### src/shared/dap_pkg.sv
// Constants shared by the digital audio port and its pin selector
package dap_pkg;
  // Register byte offsets
  localparam logic [11:0] CTRL_OFS   = 12'h000;
  localparam logic [11:0] DATA_OFS   = 12'h040;
  localparam logic [11:0] DATA2_OFS  = 12'h0C0;
  localparam logic [11:0] STATUS_OFS = 12'h100;
  localparam logic [11:0] MODE_OFS   = 12'h600;
  localparam logic [11:0] SYS_OFS    = 12'h700;
  // Field positions
  localparam int CTRL_EN_BIT    = 16;
  localparam int CTRL_ECS_BIT   = 19;
  localparam int CTRL_TXM_BIT   = 8;
  localparam int CTRL_RXM_BIT   = 9;
  localparam int MODE_F64_BIT   = 0;
  localparam int MODE_PLL_BIT   = 1;
  localparam int MODE_DIV_LSB   = 8;
  localparam int MODE_DIV_W     = 7;
  localparam int SYS_SERIAL_PORT_SELECT_BIT = 0;
  localparam int SYS_F128_BIT   = 1;
  localparam int SYS_IMASK_BIT  = 2;
  localparam int DATA2_FEN_BIT  = 0;
  localparam int ST_TXHE_BIT    = 0;
  localparam int ST_RXHF_BIT    = 1;
  localparam int ST_UNDR_BIT    = 2;
  localparam int ST_OVR_BIT     = 3;
  localparam int ST_TXFULL_BIT  = 8;
  localparam int ST_RXEMPTY_BIT = 9;
  // Reset values and the status clear pattern
  localparam logic [31:0] CTRL_RST   = 32'h0000_0000;
  localparam logic [15:0] MODE_RST   = 16'h0000;
  localparam logic [2:0]  SYS_RST    = 3'h0;
  localparam logic [31:0] STATUS_CLR = 32'h0FFF_FFFF;
  // Frame geometry
  localparam int SAMPLE_W  = 16;
  localparam int TX_DEPTH  = 8;
  localparam int RX_DEPTH  = 12;
  localparam logic [7:0] MCLK_PER_FS = 8'hFF;
  // Shared pin indices
  localparam int PIN_CLK  = 0;
  localparam int PIN_TXFR = 1;
  localparam int PIN_TXDA = 2;
  localparam int PIN_RXDA = 3;
  localparam int PIN_RXFR = 4;
  // Pin owner selection
  typedef enum logic [2:0]
  {
    OWN_SER2  = 3'b001,
    OWN_CODEC = 3'b010,
    OWN_AUDIO = 3'b100
  } dap_owner_type;
endpackage

### src/core/dap_core.sv
// Digital audio serial port with sample FIFOs, clock divider and pin mux
`timescale 1ns/1ps
//////////////////////////////////////////////////////////////////////////////
//////////////////////////////////////////////////////////////////////////////

// Show-ahead FIFO with valid/ready on both sides
module dap_fifo #(
  parameter int W = 16,
  parameter int D = 8,
  parameter int LW = $clog2(D + 1)
) (
  // Clock and reset
  input  wire logic          i_clk,
  input  wire logic          i_rstn,
  // Fill side
  input  wire logic          i_in_valid,
  output logic               o_in_ready,
  input  wire logic [W-1:0]  i_in_data,
  // Drain side
  output logic               o_out_valid,
  input  wire logic          i_out_ready,
  output logic [W-1:0]       o_out_data,
  // Fill level
  output logic [LW-1:0]      o_level
);
  localparam int PW = $clog2(D);
  localparam logic [PW-1:0] LAST = PW'(D - 1);

  logic [W-1:0]  mem_r [D];
  logic [PW-1:0] wr_r;
  logic [PW-1:0] rd_r;
  logic [LW-1:0] cnt_r;
  wire           push = i_in_valid && o_in_ready;
  wire           pop  = o_out_valid && i_out_ready;

  assign o_in_ready  = (cnt_r != LW'(D));
  assign o_out_valid = (cnt_r != '0);
  assign o_out_data  = mem_r[rd_r];
  assign o_level     = cnt_r;

  always_ff @(posedge i_clk)
  begin
    if (push)
      mem_r[wr_r] <= i_in_data;
  end

  always_ff @(posedge i_clk or negedge i_rstn)
  begin
    if (!i_rstn)
    begin
      wr_r  <= '0;
      rd_r  <= '0;
      cnt_r <= '0;
    end
    else
    begin
      if (push)
        wr_r <= (wr_r == LAST) ? '0 : wr_r + 1'b1;
      if (pop)
        rd_r <= (rd_r == LAST) ? '0 : rd_r + 1'b1;
      cnt_r <= cnt_r + LW'(push) - LW'(pop);
    end
  end
endmodule // dap_fifo

//////////////////////////////////////////////////////////////////////////////

module dap_core #(
  parameter int TXD = dap_pkg::TX_DEPTH,
  parameter int RXD = dap_pkg::RX_DEPTH
) (
  // Clock and reset
  input  wire logic        i_clk,
  input  wire logic        i_rstn,
  // Register port
  input  wire logic [11:0] i_addr,
  input  wire logic [31:0] i_wdata,
  input  wire logic        i_wr,
  input  wire logic        i_rd,
  output logic [31:0]      o_rdata,
  // Global audio interrupt mask and fast interrupt
  output logic             o_fiq,
  // External audio-rate clock
  input  wire logic        i_ext_aclk,
  // Shared pins
  input  wire logic [4:0]  i_pin,
  output logic [4:0]       o_pin,
  output logic [4:0]       o_pin_oe,
  // Second serial port side
  input  wire logic [4:0]  i_ser2_o,
  input  wire logic [4:0]  i_ser2_oe,
  output logic [4:0]       o_ser2_i,
  // Codec port side
  input  wire logic [4:0]  i_codec_o,
  input  wire logic [4:0]  i_codec_oe,
  output logic [4:0]       o_codec_i
);
  localparam int TLW = $clog2(TXD + 1);
  localparam int RLW = $clog2(RXD + 1);

  // Bit of a sample sent at position p of a half frame, zero padding elsewhere
  function automatic logic frame_bit(input logic [15:0] s,
                                     input logic [5:0] p);
    logic [5:0] k;
    k = 6'd16 - p;
    frame_bit = (p >= 6'd1 && p <= 6'd16) ? s[k[3:0]] : 1'b0;
  endfunction

  //////////////////////////////////////////////////////////////////////////
  // Registers
  logic [31:0] ctrl_r;
  logic [15:0] mode_r;
  logic [2:0]  sys_r;
  logic        fen_r;
  logic [3:0]  stat_r;
  logic [3:0]  stat_nxt;

  wire wr_ctrl = i_wr && i_addr == dap_pkg::CTRL_OFS;
  wire wr_data = i_wr && i_addr == dap_pkg::DATA_OFS;
  wire wr_d2   = i_wr && i_addr == dap_pkg::DATA2_OFS;
  wire wr_stat = i_wr && i_addr == dap_pkg::STATUS_OFS;
  wire wr_mode = i_wr && i_addr == dap_pkg::MODE_OFS;
  wire wr_sys  = i_wr && i_addr == dap_pkg::SYS_OFS;
  wire rd_data = i_rd && i_addr == dap_pkg::DATA_OFS;

  wire audio_en = ctrl_r[dap_pkg::CTRL_EN_BIT];
  wire f64      = mode_r[dap_pkg::MODE_F64_BIT];
  wire f128     = sys_r[dap_pkg::SYS_F128_BIT];
  wire mode_ok  = f64 ^ f128;
  wire ecs_ok   = !f64 || ctrl_r[dap_pkg::CTRL_ECS_BIT];
  wire run      = audio_en && mode_ok && ecs_ok;
  wire use_pll  = mode_r[dap_pkg::MODE_PLL_BIT];
  wire [6:0] div_fld = mode_r[dap_pkg::MODE_DIV_LSB +: dap_pkg::MODE_DIV_W];
  wire [6:0] div = (div_fld < 7'd2) ? 7'd2 : div_fld;

  //////////////////////////////////////////////////////////////////////////
  // Synchronisers for the data-in pin and the external clock
  logic [1:0] aclk_s_r;
  logic       aclk_d_r;
  logic [1:0] audio_serial_in_s_r;

  always_ff @(posedge i_clk or negedge i_rstn)
  begin
    if (!i_rstn)
    begin
      aclk_s_r <= 2'h0;
      aclk_d_r <= 1'b0;
      audio_serial_in_s_r <= 2'h0;
    end
    else
    begin
      aclk_s_r <= {aclk_s_r[0], i_ext_aclk};
      aclk_d_r <= aclk_s_r[1];
      audio_serial_in_s_r <= {audio_serial_in_s_r[0], i_pin[dap_pkg::PIN_RXDA]};
    end
  end

  //////////////////////////////////////////////////////////////////////////
  // Clock divider: master clock = source / divisor = 256 Fs
  // The system clock stands in for the internal PLL source; the audio
  // clocks are enables and registered pin levels, never clock nets.
  logic [6:0] div_cnt_r;
  logic [7:0] fs_cnt_r;
  logic       mclk_r;
  logic       bclk_r;
  logic       word_select_clock_r;
  logic       audio_serial_out_r;

  wire       ext_rise = aclk_s_r[1] && !aclk_d_r;
  wire       src_tick = run && (use_pll || ext_rise);
  wire       div_end  = div_cnt_r >= div - 7'd1;
  wire       mtick    = src_tick && div_end;
  wire [6:0] div_nxt  = div_end ? 7'd0 : div_cnt_r + 7'd1;
  wire [7:0] fs_nxt   = fs_cnt_r + 8'd1;
  wire [6:0] bidx     = f64 ? {1'b0, fs_nxt[7:2]} : fs_nxt[7:1];
  wire [5:0] pos      = f64 ? {1'b0, bidx[4:0]} : bidx[5:0];
  wire       chan_r   = fs_nxt[7];
  wire       b_edge   = f64 ? fs_nxt[1:0] == 2'b00 : !fs_nxt[0];
  wire       b_mid    = f64 ? fs_nxt[1:0] == 2'b10 : fs_nxt[0];
  wire       frm_beg  = fs_nxt == 8'h00;
  wire       frm_end  = fs_cnt_r == dap_pkg::MCLK_PER_FS;

  always_ff @(posedge i_clk or negedge i_rstn)
  begin
    if (!i_rstn)
    begin
      div_cnt_r <= 7'd0;
      fs_cnt_r  <= dap_pkg::MCLK_PER_FS;
      mclk_r    <= 1'b0;
    end
    else if (!run)
    begin
      div_cnt_r <= 7'd0;
      fs_cnt_r  <= dap_pkg::MCLK_PER_FS;
      mclk_r    <= 1'b0;
    end
    else if (src_tick)
    begin
      div_cnt_r <= div_nxt;
      mclk_r    <= div_nxt < (div >> 1);
      if (mtick)
        fs_cnt_r <= fs_nxt;
    end
  end

  //////////////////////////////////////////////////////////////////////////
  // Sample FIFOs
  logic [15:0]    txl_q;
  logic [15:0]    txr_q;
  logic [15:0]    rxl_q;
  logic [15:0]    rxr_q;
  logic           txl_v;
  logic           txr_v;
  logic           rxl_v;
  logic           rxr_v;
  logic           txl_rdy;
  logic           txr_rdy;
  logic           rxl_rdy;
  logic           rxr_rdy;
  logic [TLW-1:0] txl_lvl;
  logic [TLW-1:0] txr_lvl;
  logic [RLW-1:0] rxl_lvl;
  logic [RLW-1:0] rxr_lvl;
  logic           rx_push_r;
  logic           rx_chan_r;
  logic [15:0]    rx_word_r;

  wire tx_pop = run && mtick && frm_end;
  wire rx_pop = rd_data && rxl_v && rxr_v;

  dap_fifo #(.W(16), .D(TXD)) u_txl (
    .i_clk       (i_clk),
    .i_rstn      (i_rstn),
    .i_in_valid  (wr_data),
    .o_in_ready  (txl_rdy),
    .i_in_data   (i_wdata[15:0]),
    .o_out_valid (txl_v),
    .i_out_ready (tx_pop),
    .o_out_data  (txl_q),
    .o_level     (txl_lvl)
  );

  dap_fifo #(.W(16), .D(TXD)) u_txr (
    .i_clk       (i_clk),
    .i_rstn      (i_rstn),
    .i_in_valid  (wr_data),
    .o_in_ready  (txr_rdy),
    .i_in_data   (i_wdata[31:16]),
    .o_out_valid (txr_v),
    .i_out_ready (tx_pop),
    .o_out_data  (txr_q),
    .o_level     (txr_lvl)
  );

  dap_fifo #(.W(16), .D(RXD)) u_rxl (
    .i_clk       (i_clk),
    .i_rstn      (i_rstn),
    .i_in_valid  (rx_push_r && !rx_chan_r),
    .o_in_ready  (rxl_rdy),
    .i_in_data   (rx_word_r),
    .o_out_valid (rxl_v),
    .i_out_ready (rx_pop),
    .o_out_data  (rxl_q),
    .o_level     (rxl_lvl)
  );

  dap_fifo #(.W(16), .D(RXD)) u_rxr (
    .i_clk       (i_clk),
    .i_rstn      (i_rstn),
    .i_in_valid  (rx_push_r && rx_chan_r),
    .o_in_ready  (rxr_rdy),
    .i_in_data   (rx_word_r),
    .o_out_valid (rxr_v),
    .i_out_ready (rx_pop),
    .o_out_data  (rxr_q),
    .o_level     (rxr_lvl)
  );

  //////////////////////////////////////////////////////////////////////////
  // Serial frame engine: MSB one bit after the word clock edge
  logic [15:0] tx_l_r;
  logic [15:0] tx_r_r;
  logic [14:0] rx_sh_r;

  wire [15:0] tx_cur = chan_r ? tx_r_r : tx_l_r;
  wire        rx_bit = pos >= 6'd1 && pos <= 6'd16;
  wire        rx_last = pos == 6'd16;
  wire        underrun = tx_pop && !(txl_v && txr_v);
  wire        overrun  = rx_push_r && !(rx_chan_r ? rxr_rdy : rxl_rdy);

  always_ff @(posedge i_clk or negedge i_rstn)
  begin
    if (!i_rstn)
    begin
      tx_l_r    <= 16'h0000;
      tx_r_r    <= 16'h0000;
      rx_sh_r   <= 15'h0000;
      rx_push_r <= 1'b0;
      rx_chan_r <= 1'b0;
      rx_word_r <= 16'h0000;
      bclk_r    <= 1'b0;
      word_select_clock_r    <= 1'b0;
      audio_serial_out_r   <= 1'b0;
    end
    else
    begin
      rx_push_r <= 1'b0;
      if (!run)
      begin
        bclk_r  <= 1'b0;
        word_select_clock_r  <= 1'b0;
        audio_serial_out_r <= 1'b0;
      end
      else if (mtick)
      begin
        bclk_r <= f64 ? fs_nxt[1] : fs_nxt[0];
        word_select_clock_r <= chan_r;
        if (tx_pop)
        begin
          tx_l_r <= txl_v ? txl_q : 16'h0000;
          tx_r_r <= txr_v ? txr_q : 16'h0000;
        end
        if (b_edge && !frm_beg)
          audio_serial_out_r <= frame_bit(tx_cur, pos);
        else if (frm_beg)
          audio_serial_out_r <= 1'b0;
        if (b_mid && rx_bit)
        begin
          rx_sh_r <= {rx_sh_r[13:0], audio_serial_in_s_r[1]};
          if (rx_last)
          begin
            rx_word_r <= {rx_sh_r, audio_serial_in_s_r[1]};
            rx_chan_r <= chan_r;
            rx_push_r <= fen_r;
          end
        end
      end
    end
  end

  //////////////////////////////////////////////////////////////////////////
  // Status, interrupt and register writes
  wire tx_half = txl_lvl <= TLW'(TXD / 2) || txr_lvl <= TLW'(TXD / 2);
  wire rx_half = rxl_lvl >= RLW'(RXD / 2) || rxr_lvl >= RLW'(RXD / 2);
  wire st_clr  = wr_stat && i_wdata == dap_pkg::STATUS_CLR;
  wire [3:0] st_set = {overrun, underrun, rx_half && fen_r,
                       tx_half && fen_r && run};

  // Set wins over the clear so no event slips through
  assign stat_nxt = (st_clr ? 4'h0 : stat_r) | st_set;

  wire irq_tx = stat_r[dap_pkg::ST_TXHE_BIT] && ctrl_r[dap_pkg::CTRL_TXM_BIT];
  wire irq_rx = stat_r[dap_pkg::ST_RXHF_BIT] && ctrl_r[dap_pkg::CTRL_RXM_BIT];

  always_ff @(posedge i_clk or negedge i_rstn)
  begin
    if (!i_rstn)
    begin
      ctrl_r <= dap_pkg::CTRL_RST;
      mode_r <= dap_pkg::MODE_RST;
      sys_r  <= dap_pkg::SYS_RST;
      fen_r  <= 1'b0;
      stat_r <= 4'h0;
      o_fiq  <= 1'b0;
    end
    else
    begin
      if (wr_ctrl)
        ctrl_r <= i_wdata;
      if (wr_mode)
        mode_r <= i_wdata[15:0];
      if (wr_sys)
        sys_r <= i_wdata[2:0];
      if (wr_d2)
        fen_r <= i_wdata[dap_pkg::DATA2_FEN_BIT];
      stat_r <= stat_nxt;
      o_fiq  <= fen_r && sys_r[dap_pkg::SYS_IMASK_BIT] &&
                (irq_tx || irq_rx);
    end
  end

  //////////////////////////////////////////////////////////////////////////
  // Register read, answered one cycle after the strobe
  logic [31:0] rsel;
  logic [31:0] stat_word;

  always_comb
  begin
    stat_word = 32'h0000_0000;
    stat_word[3:0] = stat_r;
    stat_word[dap_pkg::ST_TXFULL_BIT]  = !(txl_rdy && txr_rdy);
    stat_word[dap_pkg::ST_RXEMPTY_BIT] = !(rxl_v && rxr_v);
    unique case (i_addr)
      dap_pkg::CTRL_OFS:   rsel = ctrl_r;
      dap_pkg::DATA_OFS:   rsel = {rxr_q, rxl_q};
      dap_pkg::DATA2_OFS:  rsel = {31'h0, fen_r};
      dap_pkg::STATUS_OFS: rsel = stat_word;
      dap_pkg::MODE_OFS:   rsel = {16'h0000, mode_r};
      dap_pkg::SYS_OFS:    rsel = {29'h0, sys_r};
      default:             rsel = 32'h0000_0000;
    endcase
  end

  always_ff @(posedge i_clk or negedge i_rstn)
  begin
    if (!i_rstn)
      o_rdata <= 32'h0000_0000;
    else if (i_rd)
      o_rdata <= rsel;
  end

  //////////////////////////////////////////////////////////////////////////
  // Pin selector: exactly one owner drives and sees the shared pins
  dap_pkg::dap_owner_type owner;
  logic [4:0] aud_o;
  logic [4:0] aud_oe;

  assign owner = audio_en ? dap_pkg::OWN_AUDIO :
                 sys_r[dap_pkg::SYS_SERIAL_PORT_SELECT_BIT] ? dap_pkg::OWN_CODEC :
                 dap_pkg::OWN_SER2;

  // Bit clock, word clock, data out, data in, master clock
  assign aud_o  = {mclk_r, 1'b0, audio_serial_out_r, word_select_clock_r, bclk_r};
  assign aud_oe = 5'h17;

  always_comb
  begin
    unique case (owner)
      dap_pkg::OWN_AUDIO:
      begin
        o_pin    = aud_o;
        o_pin_oe = aud_oe;
      end
      dap_pkg::OWN_CODEC:
      begin
        o_pin    = i_codec_o;
        o_pin_oe = i_codec_oe;
      end
      default:
      begin
        o_pin    = i_ser2_o;
        o_pin_oe = i_ser2_oe;
      end
    endcase
  end

  assign o_ser2_i  = (owner == dap_pkg::OWN_SER2)  ? i_pin : 5'h00;
  assign o_codec_i = (owner == dap_pkg::OWN_CODEC) ? i_pin : 5'h00;
endmodule // dap_core

### config.mk
export PLATFORM = sky130hd
export DESIGN_NAME = dap_core
export DESIGN_NICKNAME = d
export VERILOG_FILES = /design/src/shared/dap_pkg.sv /design/src/core/dap_core.sv
export SDC_FILE = /design/constraint.sdc
export NUM_CORES = 1
export LEC_CHECK = 0
export BUFFER_PORTS_ARGS = -buffer_cell sky130_fd_sc_hd__buf_2
export CAP_MARGIN = 20
export CORE_MARGIN = 2
export CORE_UTILIZATION = 44
export DETAILED_ROUTE_END_ITERATION = 10
export PLACE_DENSITY_LB_ADDON = 0.2
export SLEW_MARGIN = 40
export SYNTH_ARGS = -nofsm -noshare
export SYNTH_HDL_FRONTEND = slang
export SYNTH_HIERARCHICAL = 1
export SYNTH_SLANG_ARGS = --single-unit
### constraint.sdc
create_clock -name i_clk -period 5.4 [get_ports i_clk]
set_input_delay 0.54 -clock i_clk [delete_from_list [all_inputs] [get_ports i_clk]]
set_output_delay 0.54 -clock i_clk [all_outputs]
set_load 0.03 [all_outputs]
Word-level counts from Yosys, hierarchy flattened

Memory sizes are Yosys's and may differ from the RTL's.
Cells that the tools add are included.

Bits in registers: 222
Bits in latches: 0
RAM bits: 640
Bits in read-only memories: 0
Input port bits: 74
Output and inout bits: 53
Logic and storage cells: 222
Memories: 4

Add/sub/neg operators: 20
$mul: 0
Divide/modulo/power cells: 0
Order comparisons: 10
Equality and inequality tests: 27
Shifts and indexed selects: 0
Mux-type cells: 57
Bitwise logic cells: 2
Reduce and logical (&&, ||, !) cells: 68

Memories:

| name        | depth | bits a word | read ports | clocked after memory_dff | write ports | RTL line       | source |
|---|---|---|---|---|---|---|---|
| u_rxl.mem_r | 12    | 16          | 1          | 0                        | 1           | dap_core.sv:29 | `logic [W-1:0] mem_r [D];` |
| u_rxr.mem_r | 12    | 16          | 1          | 0                        | 1           | dap_core.sv:29 |  |
| u_txl.mem_r | 8     | 16          | 1          | 0                        | 1           | dap_core.sv:29 |  |
| u_txr.mem_r | 8     | 16          | 1          | 0                        | 1           | dap_core.sv:29 |  |

Operator list:

| operator                                                          | count |
|---|---|
| 32-bit case mux with 6 select lines                               | 1 |
| 16-bit two-way mux                                                | 3 |
| 1-bit logical AND                                                 | 42 |
| 32-bit by 28-bit == test with 1-bit output, second input constant | 1 |
| 1-bit two-way mux                                                 | 28 |
| 7-bit two-way mux                                                 | 4 |
| 12-bit by 11-bit == test with 1-bit output, second input constant | 2 |
| 8-bit two-way mux                                                 | 3 |
| 4-bit two-way mux                                                 | 5 |
| 5-bit case mux with 2 select lines                                | 2 |
| 4-bit by 1-bit adder with 4-bit output                            | 4 |
| 4-bit by 1-bit adder with 4-bit output, second input constant     | 4 |
| 4-bit == test, second input constant                              | 4 |
| 4-bit inequality test, second input constant                      | 4 |
| 4-bit nonzero test                                                | 4 |
| 4-bit by 1-bit subtractor with 4-bit output                       | 4 |
| 3-bit == test, second input constant                              | 5 |
| 3-bit two-way mux                                                 | 5 |
| 3-bit by 1-bit adder with 3-bit output, second input constant     | 4 |
| 12-bit by 7-bit == test with 1-bit output, second input constant  | 1 |
| 12-bit by 8-bit == test with 1-bit output, second input constant  | 1 |
| 12-bit by 9-bit == test with 1-bit output, second input constant  | 1 |
| 12-bit logical NOT                                                | 1 |
| 6-bit two-way mux                                                 | 2 |
| 31 further kinds                                                  | 49 |

Logic depth before layout (Yosys ltp)

Gate-level depths: netlist (run 1).

Depth in word-level cells: 10
Mapped depth: 26
Gate-level depth less buffers: 23

Modules after synthesis

Netlist (run 1), hierarchy kept.

Modules (own cells, without submodules):

| module               | times used | cells each | area an instance (um^2) | seq. area each (um^2) |
|---|---|---|---|---|
| dap_fifo (u_txl ...) | 2          | 242        | 5549.1                  | 4093.9 |
| dap_core             | 1          | 874        | 9110.0                  | 4464.3 |
| dap_fifo (u_rxl)     | 1          | 447        | 8231.6                  | 6065.8 |
| dap_fifo (u_rxr)     | 1          | 446        | 8230.4                  | 6065.8 |

Least setup slack after synthesis (run 1)

Ideal clock, no wire load.

Kind: register to register
Start: register mode_r[10]
End: register u_txl.cnt_r[2], in the netlist u_txl/o_level[2]
Setup time: 123 ps
Data arrival time: 4426 ps
Data required time: 5277 ps
Path slack: 851 ps
Stages on the path, launching flop included: 25
Buffers on the path: 3
Period minus slack after synthesis: 4549 ps
Cell sequence: dfrtp_1 > inv_1 > nand4_1 > nor3_1 > or2_2 > inv_1 > ha_1 > nand3_1 > xnor2_1 > ha_1 > a2111oi_0 > o21a_1 > nor3_1 > clkbuf_1 > nand3_1 > clkbuf_1 > clkbuf_1 > inv_1 > nand2_1 > inv_1 > ha_1 > inv_1 > ha_1 > fa_1 > xor2_1

Word-level cells in the longest chain between the ends: 9

RTL lines:

| element                                               | RTL line        | source |
|---|---|---|
| start: declaration                                    | dap_core.sv:112 | `logic [15:0] mode_r;` |
| start signal: assignment                              | dap_core.sv:360 | `mode_r <= dap_pkg::MODE_RST;` |
| start signal: assignment                              | dap_core.sv:371 | `mode_r <= i_wdata[15:0];` |
| 7-bit by 2-bit less-than comparator with 1-bit output | dap_core.sv:134 | `wire [6:0] div = (div_fld < 7'd2) ? 7'd2 : div_fld;` |
| 7-bit two-way mux *                                   | dap_core.sv:134 |  |
| 7-bit by 1-bit subtractor with 7-bit output *         | dap_core.sv:171 | `wire div_end = div_cnt_r >= div - 7'd1;` |
| 7-bit >= comparator *                                 | dap_core.sv:171 |  |
| 1-bit logical AND *                                   | dap_core.sv:172 | `wire mtick = src_tick && div_end;` |
| 1-bit logical AND * (2 in a row)                      | dap_core.sv:228 | `wire tx_pop = run && mtick && frm_end;` |
| named net tx_pop                                      | dap_core.sv:228 |  |
| 1-bit logical AND *                                   | dap_core.sv:34  | `wire pop = o_out_valid && i_out_ready;` |
| named net u_txl.pop                                   | dap_core.sv:34  |  |
| 4-bit by 1-bit subtractor with 4-bit output *         | dap_core.sv:61  | `cnt_r <= cnt_r + LW'(push) - LW'(pop);` |
| end signal: assignment                                | dap_core.sv:61  |  |
| end: declaration                                      | dap_core.sv:32  | `logic [LW-1:0] cnt_r;` |

The timed path passes the listed nets; every way through them passes the cells marked *.
A chain may end at the register's enable or synchronous reset.

Final worst setup path (run 1)

Start: register mode_r[10]
End: register rx_word_r[0]

Word-level cells in the longest chain between the ends: 6

RTL lines:

| element                                               | RTL line        | source |
|---|---|---|
| 7-bit by 2-bit less-than comparator with 1-bit output | dap_core.sv:134 |  |
| 7-bit two-way mux *                                   | dap_core.sv:134 |  |
| 7-bit by 1-bit subtractor with 7-bit output *         | dap_core.sv:171 |  |
| 7-bit >= comparator *                                 | dap_core.sv:171 |  |
| 1-bit logical AND *                                   | dap_core.sv:172 |  |
| 4-bit AND reduction (no source line) *                | --              |  |
| end signal: assignment                                | dap_core.sv:332 | `rx_word_r <= {rx_sh_r, audio_serial_in_s_r[1]};` |
| end: declaration                                      | dap_core.sv:226 | `logic [15:0] rx_word_r;` |

Mark *: on every way between the ends. The rest lies on a longest branch, timed or not.

==> results of run 1 <==
==> worst paths after layout <==
path                        startpoint                endpoint  slack (ps)  cells past startpoint
setup / recovery            mode_r[10]            rx_word_r[0]         910                     17
hold / removal                i_pin[3]  audio_serial_in_s_r[0]          70                      1
setup reg to reg            mode_r[10]            rx_word_r[0]         910                     17
hold reg to reg            aclk_s_r[0]             aclk_s_r[1]         350                      0
max in group asynchronous       i_rstn           u_rxl/rd_r[2]        3600                      4
min in group asynchronous       i_rstn           u_rxl/wr_r[1]         350                      2
==> metal layers <==
layer / vias up / track usage (%) / share of wire, %
met5: - / 0 / 0.013
met4: 2 / 7.25 / 3.1
met3: 126 / 2.58 / 5.1
met2: 509 / 32.7 / 49
met1: 10400 / 26.2 / 43
li1: 9069 / - / -
==> sequential cells by signal, summed over array words and instances (netlist names), 7 cells and up <==
| signal | flops |
|---|---|
| fs_cnt_r | 8 |
| mode_r | 16 |
| tx_r_r | 16 |
| ctrl_r | 32 |
| tx_l_r | 16 |
| o_rdata | 32 |
| u_rxr/mem_r | 192 |
| rx_word_r | 16 |
| u_txr/mem_r | 128 |
| div_cnt_r | 7 |
| u_txl/mem_r | 128 |
| rx_sh_r | 15 |
| u_rxl/mem_r | 192 |
==> Yosys cell counts, types with 7 or more instances <==
| cell type | count | share of area (%) |
|---|---|---|
| a21boi_0 | 8 | 0.16 |
| a21o_1 | 8 | 0.16 |
| a21oi_1 | 38 | 0.52 |
| a222oi_1 | 13 | 0.35 |
| a22o_1 | 33 | 0.79 |
| a22oi_1 | 20 | 0.41 |
| a31oi_1 | 13 | 0.22 |
| and2_1 | 15 | 0.26 |
| and3_2 | 8 | 0.16 |
| and4_2 | 8 | 0.22 |
| buf_1 | 9 | 0.092 |
| buf_2 | 27 | 0.37 |
| buf_4 | 7 | 0.14 |
| buf_6 | 11 | 0.34 |
| clkbuf_1 | 64 | 0.66 |
| dfrtp_1 | 214 | 15 |
| dfstp_2 | 8 | 0.57 |
| edfxtp_1 | 640 | 52 |
| ha_1 | 61 | 2.1 |
| inv_1 | 74 | 0.76 |
| mux2_2 | 193 | 5.9 |
| mux2_4 | 11 | 0.45 |
| mux2i_1 | 84 | 2.3 |
| mux4_1 | 58 | 4.2 |
| mux4_2 | 38 | 2.3 |
| nand2_1 | 154 | 1.6 |
| nand2b_1 | 13 | 0.22 |
| nand3_1 | 18 | 0.25 |
| nand4_1 | 11 | 0.19 |
| nor2_1 | 68 | 0.70 |
| nor2b_1 | 15 | 0.26 |
| nor3_1 | 20 | 0.27 |
| nor4_1 | 13 | 0.22 |
| o211ai_1 | 8 | 0.16 |
| o21ai_0 | 48 | 0.66 |
| o22ai_1 | 48 | 0.82 |
| o31ai_1 | 35 | 0.72 |
| xnor2_1 | 13 | 0.31 |
| xor2_1 | 18 | 0.43 |
==> per-stage QoR <==
step	utilization (%)	total power, mW
finish	50.8	14.0
detailed placement	46.9	7.56
floorplan	-	7.40
global placement	46.8	7.54
global route	50.8	14.5
CTS	50.7	14.2
==> worst max-delay path, cell delays in order, from the launching register on <==
cell and delay [ps]:
dfrtp_1 430, inv_1 120, nand4_1 130, nor3_1 250, nand2b_1 180, ha_1 220, nand3_1 110, xnor2_1 150
ha_1 290, a2111oi_0 100, o21a_1 160, nor3_1 530, buf_4 280, and4_1 200, buf_4 260, nor3b_4 220
buf_4 330, mux2_2 380
==> power by group through the flow <==
stage	clock [mW]	combinational [mW]	sequential [mW]
2_1_floorplan	0	0.117	7.28
3_3_place_gp	0	0.273	7.27
3_5_place_dp	0	0.287	7.27
4_1_cts	6.73	0.289	7.13
5_1_grt	7.00	0.316	7.13
6_report	6.60	0.285	7.13
==> cell families after synthesis <==
kind of cell             synth area share, %
flip-flops                              67.6
AND/OR/NAND/NOR                         5.44
multiplexers                            15.2
AO/OA/AOI/OAI                           6.03
buffers and inverters                   2.63
adder cells (fa/ha/maj)                 2.30
XOR/XNOR                               0.860
==> cell type report <==
class | count | area, sq um | share of cell area [%]
Multi-Input combinational cell | 1190 | 11100 | 26.5
Antenna cell | 4 | 10.0 | 0.0239
Timing Repair Buffer | 183 | 1120 | 2.68
Clock inverter | 51 | 736 | 1.76
Clock buffer | 115 | 2440 | 5.83
Sequential cell | 862 | 24800 | 59.4
Inverter | 74 | 278 | 0.665
Tap cell | 1070 | 1340 | 3.20
==> repair_timing <==
action                    4_1_cts  5_1_grt
gates resized for setup         0        0
hold endpoints to repair       71        0
hold buffers                    2        0
==> results.json, run 1 <==
{
  "firstDrtPassIters": 7,
  "syn_area_sq_um": 36700,
  "critPathKind": "flop to flop",
  "seq_area_frac_synth_pct": 67.6,
  "h-tree-depth": 3,
  "critPathMaxFanout": 18,
  "finalHoldViolations": 0,
  "drtIter0Drc": 1361,
  "grt_util_all_layers_pct": 19.5,
  "filler_cell_count": 6653,
  "cap_viol_max_count": 0,
  "postCtsSetupRepairBufs": 0,
  "portBuffers": 126,
  "syn_nets": 2390,
  "relSlewSlack_pct": 45.2,
  "ys_ff_latch": 862,
  "clk_latency_ps": 630,
  "yosysUniqueCellTypes": 84,
  "layout_commonest_cell": "edfxtp_1",
  "cts-root-buf": "clkbuf_16",
  "grt_start_max_net_pins": 133,
  "pwr-share-clk_pct": 47.1,
  "cts_made_buffers": 89,
  "pwr-share-seq_pct": 50.9,
  "place_ws_ps": 960,
  "placed_area_sq_um": 38500,
  "die_y_um": 293,
  "cts.path.max_buffers": 3,
  "min_period_ps": 4490,
  "endpoint_kind": "flop",
  "tightest_slew_ps": 816,
  "fmax_mhz": 223,
  "fin_ws_ps": 908,
  "clock-sinks": 862,
  "cts_tree": "done",
  "place_congestion": 0.841,
  "yosys_warnings": 6,
  "cp.arrival_ps": 4980,
  "final_cell_mix": "640 x edfxtp_1, 193 x mux2_2, 192 x dfrtp_1, 153 x nand2_1, 125 x buf_2",
  "power.internal_mw": 11.3,
  "setup.worst_path.start_class": "flop",
  "finalCritPeriodShare_pct": 83.2,
  "die_area_sq_um": 85700,
  "ios": 127,
  "dp.cells": 3375,
  "place_hpwl_um": 53500,
  "drive_gt1_share_pct": 26.3,
  "power_leakage_nw": 14.1,
  "start_util_pct": 44.6,
  "antenna_found_initial": 3,
  "rows": 105,
  "setup_tns_ps": 0,
  "rsz0062_at_grt": "no",
  "clk_pin_slew_worst_paths_ps": 60,
  "worst_clock_skew_ps": 25.6,
  "powerDensity_nw_per_um2": 335,
  "grt-ovfl-total": 0,
  "avgSynthCellArea_sq_um": 16.3,
  "grt_pass1_wl_um": 126000,
  "ant_nets": 0,
  "whs_ps": 65.8,
  "wl_um": 83800,
  "setup_viol": 0,
  "peakVddDrop_v": 0.000208,
  "viasPerCell": 5.66,
  "stdcell_count": 3549,
  "grt_pass1_vias": 20600,
  "num_vias": 20100,
  "switching_share_pct": 19.4,
  "min_path_type": "primary input to flop",
  "wire_per_inst_um": 23.6,
  "die_w_um": 293,
  "drcViolationCount": 0,
  "final_max_slew_viol_count": 0,
  "p_sw_mw": 2.72,
  "fin_area_sq_um": 41800,
  "synth_edf_count": 640,
  "area.growth.synth_to_final_pct": 14.0,
  "syn_inst": 2251,
  "ys.flop_type": "edfxtp_1",
  "cp.required_ps": 5890,
  "nets": 2539,
  "combPwrFrac_pct": 2.0,
  "synthArstFlopShare_pct": 25.8,
  "core_area_sq_um": 82200,
  "outcome": "finished, final reports clean"
}
Note: power is estimated with default switching activity, not from simulation.
==> run 2: changes to the inputs <==
Settings changed: ABC_AREA set to 1.
Clock period 5.4 ns to 4.5 ns, I/O delays scaled along.
==> run 2 against run 1 <==
  * Synthesized cell count rose by 78%
  * Clock power rose by 13%
  * First-iteration DRC count rose by 55%
  * Critical path depth rose by 4
  * Critical endpoint is now u_txr/o_level[2]
  * Largest power group unchanged
  * Highest routed layer unchanged
==> results.json, run 2 <==
{
  "outcome": "finished, final reports clean",
  "min_from": "i_wdata[18]",
  "top_regs": "u_rxl/mem_r x192, u_rxr/mem_r x192",
  "ys.flop_type": "edfxtp_1",
  "syn_nets": 4136,
  "portBuffers": 126,
  "clock-sinks": 862,
  "netlist.area_leader.share_pct": 49.1,
  "cts_made_buffers": 90,
  "stdcell_count": 5362,
  "place_congestion": 0.838,
  "drtIter0Drc": 2116,
  "pwr-share-clk_pct": 45.7,
  "nets": 4256,
  "cp.arrival_ps": 4540,
  "p_sw_mw": 3.29,
  "area.growth.synth_to_final_pct": 12.3,
  "drcViolationCount": 0,
  "place_hpwl_um": 59900,
  "multi_input_comb_area_sq_um": 11000,
  "whs_ps": 128,
  "grt_pass1_vias": 25600,
  "gr-usage-met2_pct": 34.2,
  "postCtsSetupRepairBufs": 0,
  "ant_nets": 0,
  "synth_edf_count": 640,
  "clk_latency_ps": 630,
  "final_cell_mix": "1271 x nand2_1, 640 x edfxtp_1, 605 x inv_1, 455 x nand3_1, 190 x dfrtp_1",
  "cp.required_ps": 5000,
  "ios": 127,
  "grt-busiest-layer": "met2",
  "grt_start_max_net_pins": 90,
  "ys_ff_latch": 862,
  "rr_worst_depth": 21,
  "critPathMaxFanout": 7,
  "powerDensity_nw_per_um2": 372,
  "synth_common_cells": "1273 x nand2_1, 640 x edfxtp_1, 607 x inv_1",
  "crit_chain": "nor2_1 -> nand4_1 -> nand2_1 -> ha_1 -> nand3_1 -> nor3_1 -> xor2_1 -> ha_1 -> nand2_1 -> nor2_1 -> nand2_1 -> nand3_1 -> nand2_4 -> nor3_4 -> nand2_1 -> inv_2 -> ha_1 -> inv_1 -> ha_1 -> fa_1 -> xor2_1",
  "critPathBufInv": 2,
  "core_area_sq_um": 88200,
  "h-tree-depth": 3,
  "hold_end": "u_txr/mem_r[0][2]",
  "antenna_found_initial": 6,
  "critPathKind": "flop to flop",
  "filler_cell_count": 8011,
  "cts-root-buf": "clkbuf_16",
  "syn_area_sq_um": 39100,
  "tightest_slew_ps": 869,
  "wl_um": 96700,
  "reg2reg_slack_ps": 460,
  "avgSynthCellArea_sq_um": 9.79,
  "grt-ovfl-total": 0,
  "holdPathStages": 1,
  "worst_clock_skew_ps": 23.0,
  "switching_share_pct": 20.2,
  "finalCritPeriodShare_pct": 89.7,
  "synth_most_common_cell": "nand2_1",
  "setup.worst_path.start_class": "flop",
  "critPathTopFamily": "simple AND/OR/NAND/NOR gates",
  "min_path_type": "primary input to flop",
  "clk_pin_slew_worst_paths_ps": 60,
  "setup_viol": 0,
  "relSlewSlack_pct": 41.6,
  "cap_viol_max_count": 0,
  "die_y_um": 302,
  "dp.cells": 5187,
  "seq_area_frac_synth_pct": 63.3,
  "r2r_end": "u_txr/o_level[2]",
  "grt_util_all_layers_pct": 21.3,
  "setup_tns_ps": 0,
  "die_w_um": 302,
  "start_util_pct": 44.3,
  "syn_inst": 3997,
  "final_max_slew_viol_count": 0,
  "endpoint_kind": "flop",
  "slowest_stage": "dfrtp_1",
  "ys_top_cells_by_area": "edfxtp_1 49%, dfrtp_1 14%, nand2_1 12%",
  "drive_gt1_share_pct": 10.9,
  "yosysUniqueCellTypes": 49,
  "met1_usage_pct": 30.1,
  "seqCellArea_sq_um": 24800,
  "cts_tree": "done",
  "viasPerCell": 4.99,
  "yosysTopAreaCell": "edfxtp_1",
  "finalHoldViolations": 0,
  "power_leakage_nw": 19.8,
  "grt_pass1_wl_um": 149000,
  "synthArstFlopShare_pct": 25.8,
  "power.internal_mw": 13.0,
  "rows": 109,
  "combPwrFrac_pct": 2.0,
  "pwr-share-seq_pct": 52.3,
  "die_area_sq_um": 91300,
  "post_cts_resized": 0,
  "fmax_mhz": 248,
  "cts.path.max_buffers": 3,
  "rsz0062_at_grt": "no",
  "layout_commonest_cell": "nand2_1",
  "num_vias": 26800,
  "r2r_start": "mode_r[10]",
  "use_met3_pct": 2.64,
  "peakVddDrop_v": 0.000268,
  "slowest_delay_ps": 440,
  "wire_per_inst_um": 18.0,
  "min_period_ps": 4040,
  "firstDrtPassIters": 5,
  "yosys_warnings": 6
}
[run 2: cell count changes in the layout (fill, tap and decap cells not counted), moves of 58 or more]
cell	previous run	this run
mux4_1	58	0
mux2i_1	84	0
o21ai_0	48	158
nand3_1	17	455
mux2_2	193	8
nand2_1	153	1271
inv_1	74	605
[run 2: worst max path at each step]
| stage | slack [ps] | end | cells after the start | start |
|---|---|---|---|---|
| 2_1_floorplan | 740 | u_txl/o_level[2] | 22 | mode_r[10] |
| 3_3_place_gp | 520 | u_txl/o_level[2] | 22 | mode_r[10] |
| 3_5_place_dp | 470 | u_txr/o_level[2] | 21 | mode_r[10] |
| 4_1_cts | 440 | u_txr/o_level[2] | 21 | mode_r[10] |
| 5_1_grt | 70 | u_txr/o_level[2] | 21 | mode_r[10] |
| 6_report | 460 | u_txr/o_level[2] | 21 | mode_r[10] |
[run 2: area by class of cell]
class                   instances  area share, %
well taps                    1165           3.32
clock buffers                 121           5.77
flip-flops and latches        862           56.5
inverters                     639           5.49
repair buffers                199           2.89
multi-input cells            2325           25.0
diodes                          4         0.0228
clock inverters                47          0.985
[run 2: metal layers]
metal  share of wire, %  wire (um)
met1                 46      44400
met2                 47      45100
met3                4.9       4690
met4                2.7       2560
met5              0.013         13
[run 2: power by group through the flow]
stage / sequential [mW] / clock (mW) / combinational [mW]
after global routing: 8.54 / 7.92 / 0.378
after detailed placement: 8.70 / 0 / 0.330
after global placement: 8.70 / 0 / 0.323
final: 8.54 / 7.46 / 0.329
after floorplan: 8.70 / 0 / 0.155
after CTS: 8.54 / 7.60 / 0.334
[run 2: worst register-to-register path, stage by stage (launching register included)]
cell     delay [ps]
dfrtp_1         440
nor2_1          170
nand4_1         130
nand2_1         130
ha_1            210
nand3_1         120
nor3_1          190
xor2_1          100
ha_1            320
nand2_1          70
nor2_1          110
nand2_1          60
nand3_1         260
nand2_4         150
nor3_4          250
nand2_1         100
inv_2           150
ha_1            140
inv_1            40
ha_1            200
fa_1            410
xor2_1          170
[run 2: what timing repair did]
item,4_1_cts,5_1_grt
hold buffers,3,0
endpoints found under the hold margin,49,0
endpoints found under the setup margin,0,0
[run 2: logic make-up after synthesis]
kind of cell | after synthesis | synth area share, %
adders and majority gates | 65 | 2.16
DFF | 862 | 63.3
muxes | 8 | 0.230
and+or+nand+nor | 1937 | 20.6
buffers and inverters | 810 | 9.03
AOI/OAI and AO/OA | 296 | 4.21
xor gates and xnor gates | 19 | 0.425
[run 2: stage by stage]
stage / setup WS [ps] / power [mW] / area [sq um] / utilization [%]
final: 461 / 16.3 / 43900 / 49.8
after global routing: 68.6 / 16.8 / 43900 / 49.8
after CTS: 443 / 16.5 / 43900 / 49.8
after detailed placement: 466 / 9.03 / 40900 / 46.4
after global placement: 516 / 9.03 / 40900 / 46.3
after floorplan: 742 / 8.85 / 39100 / -
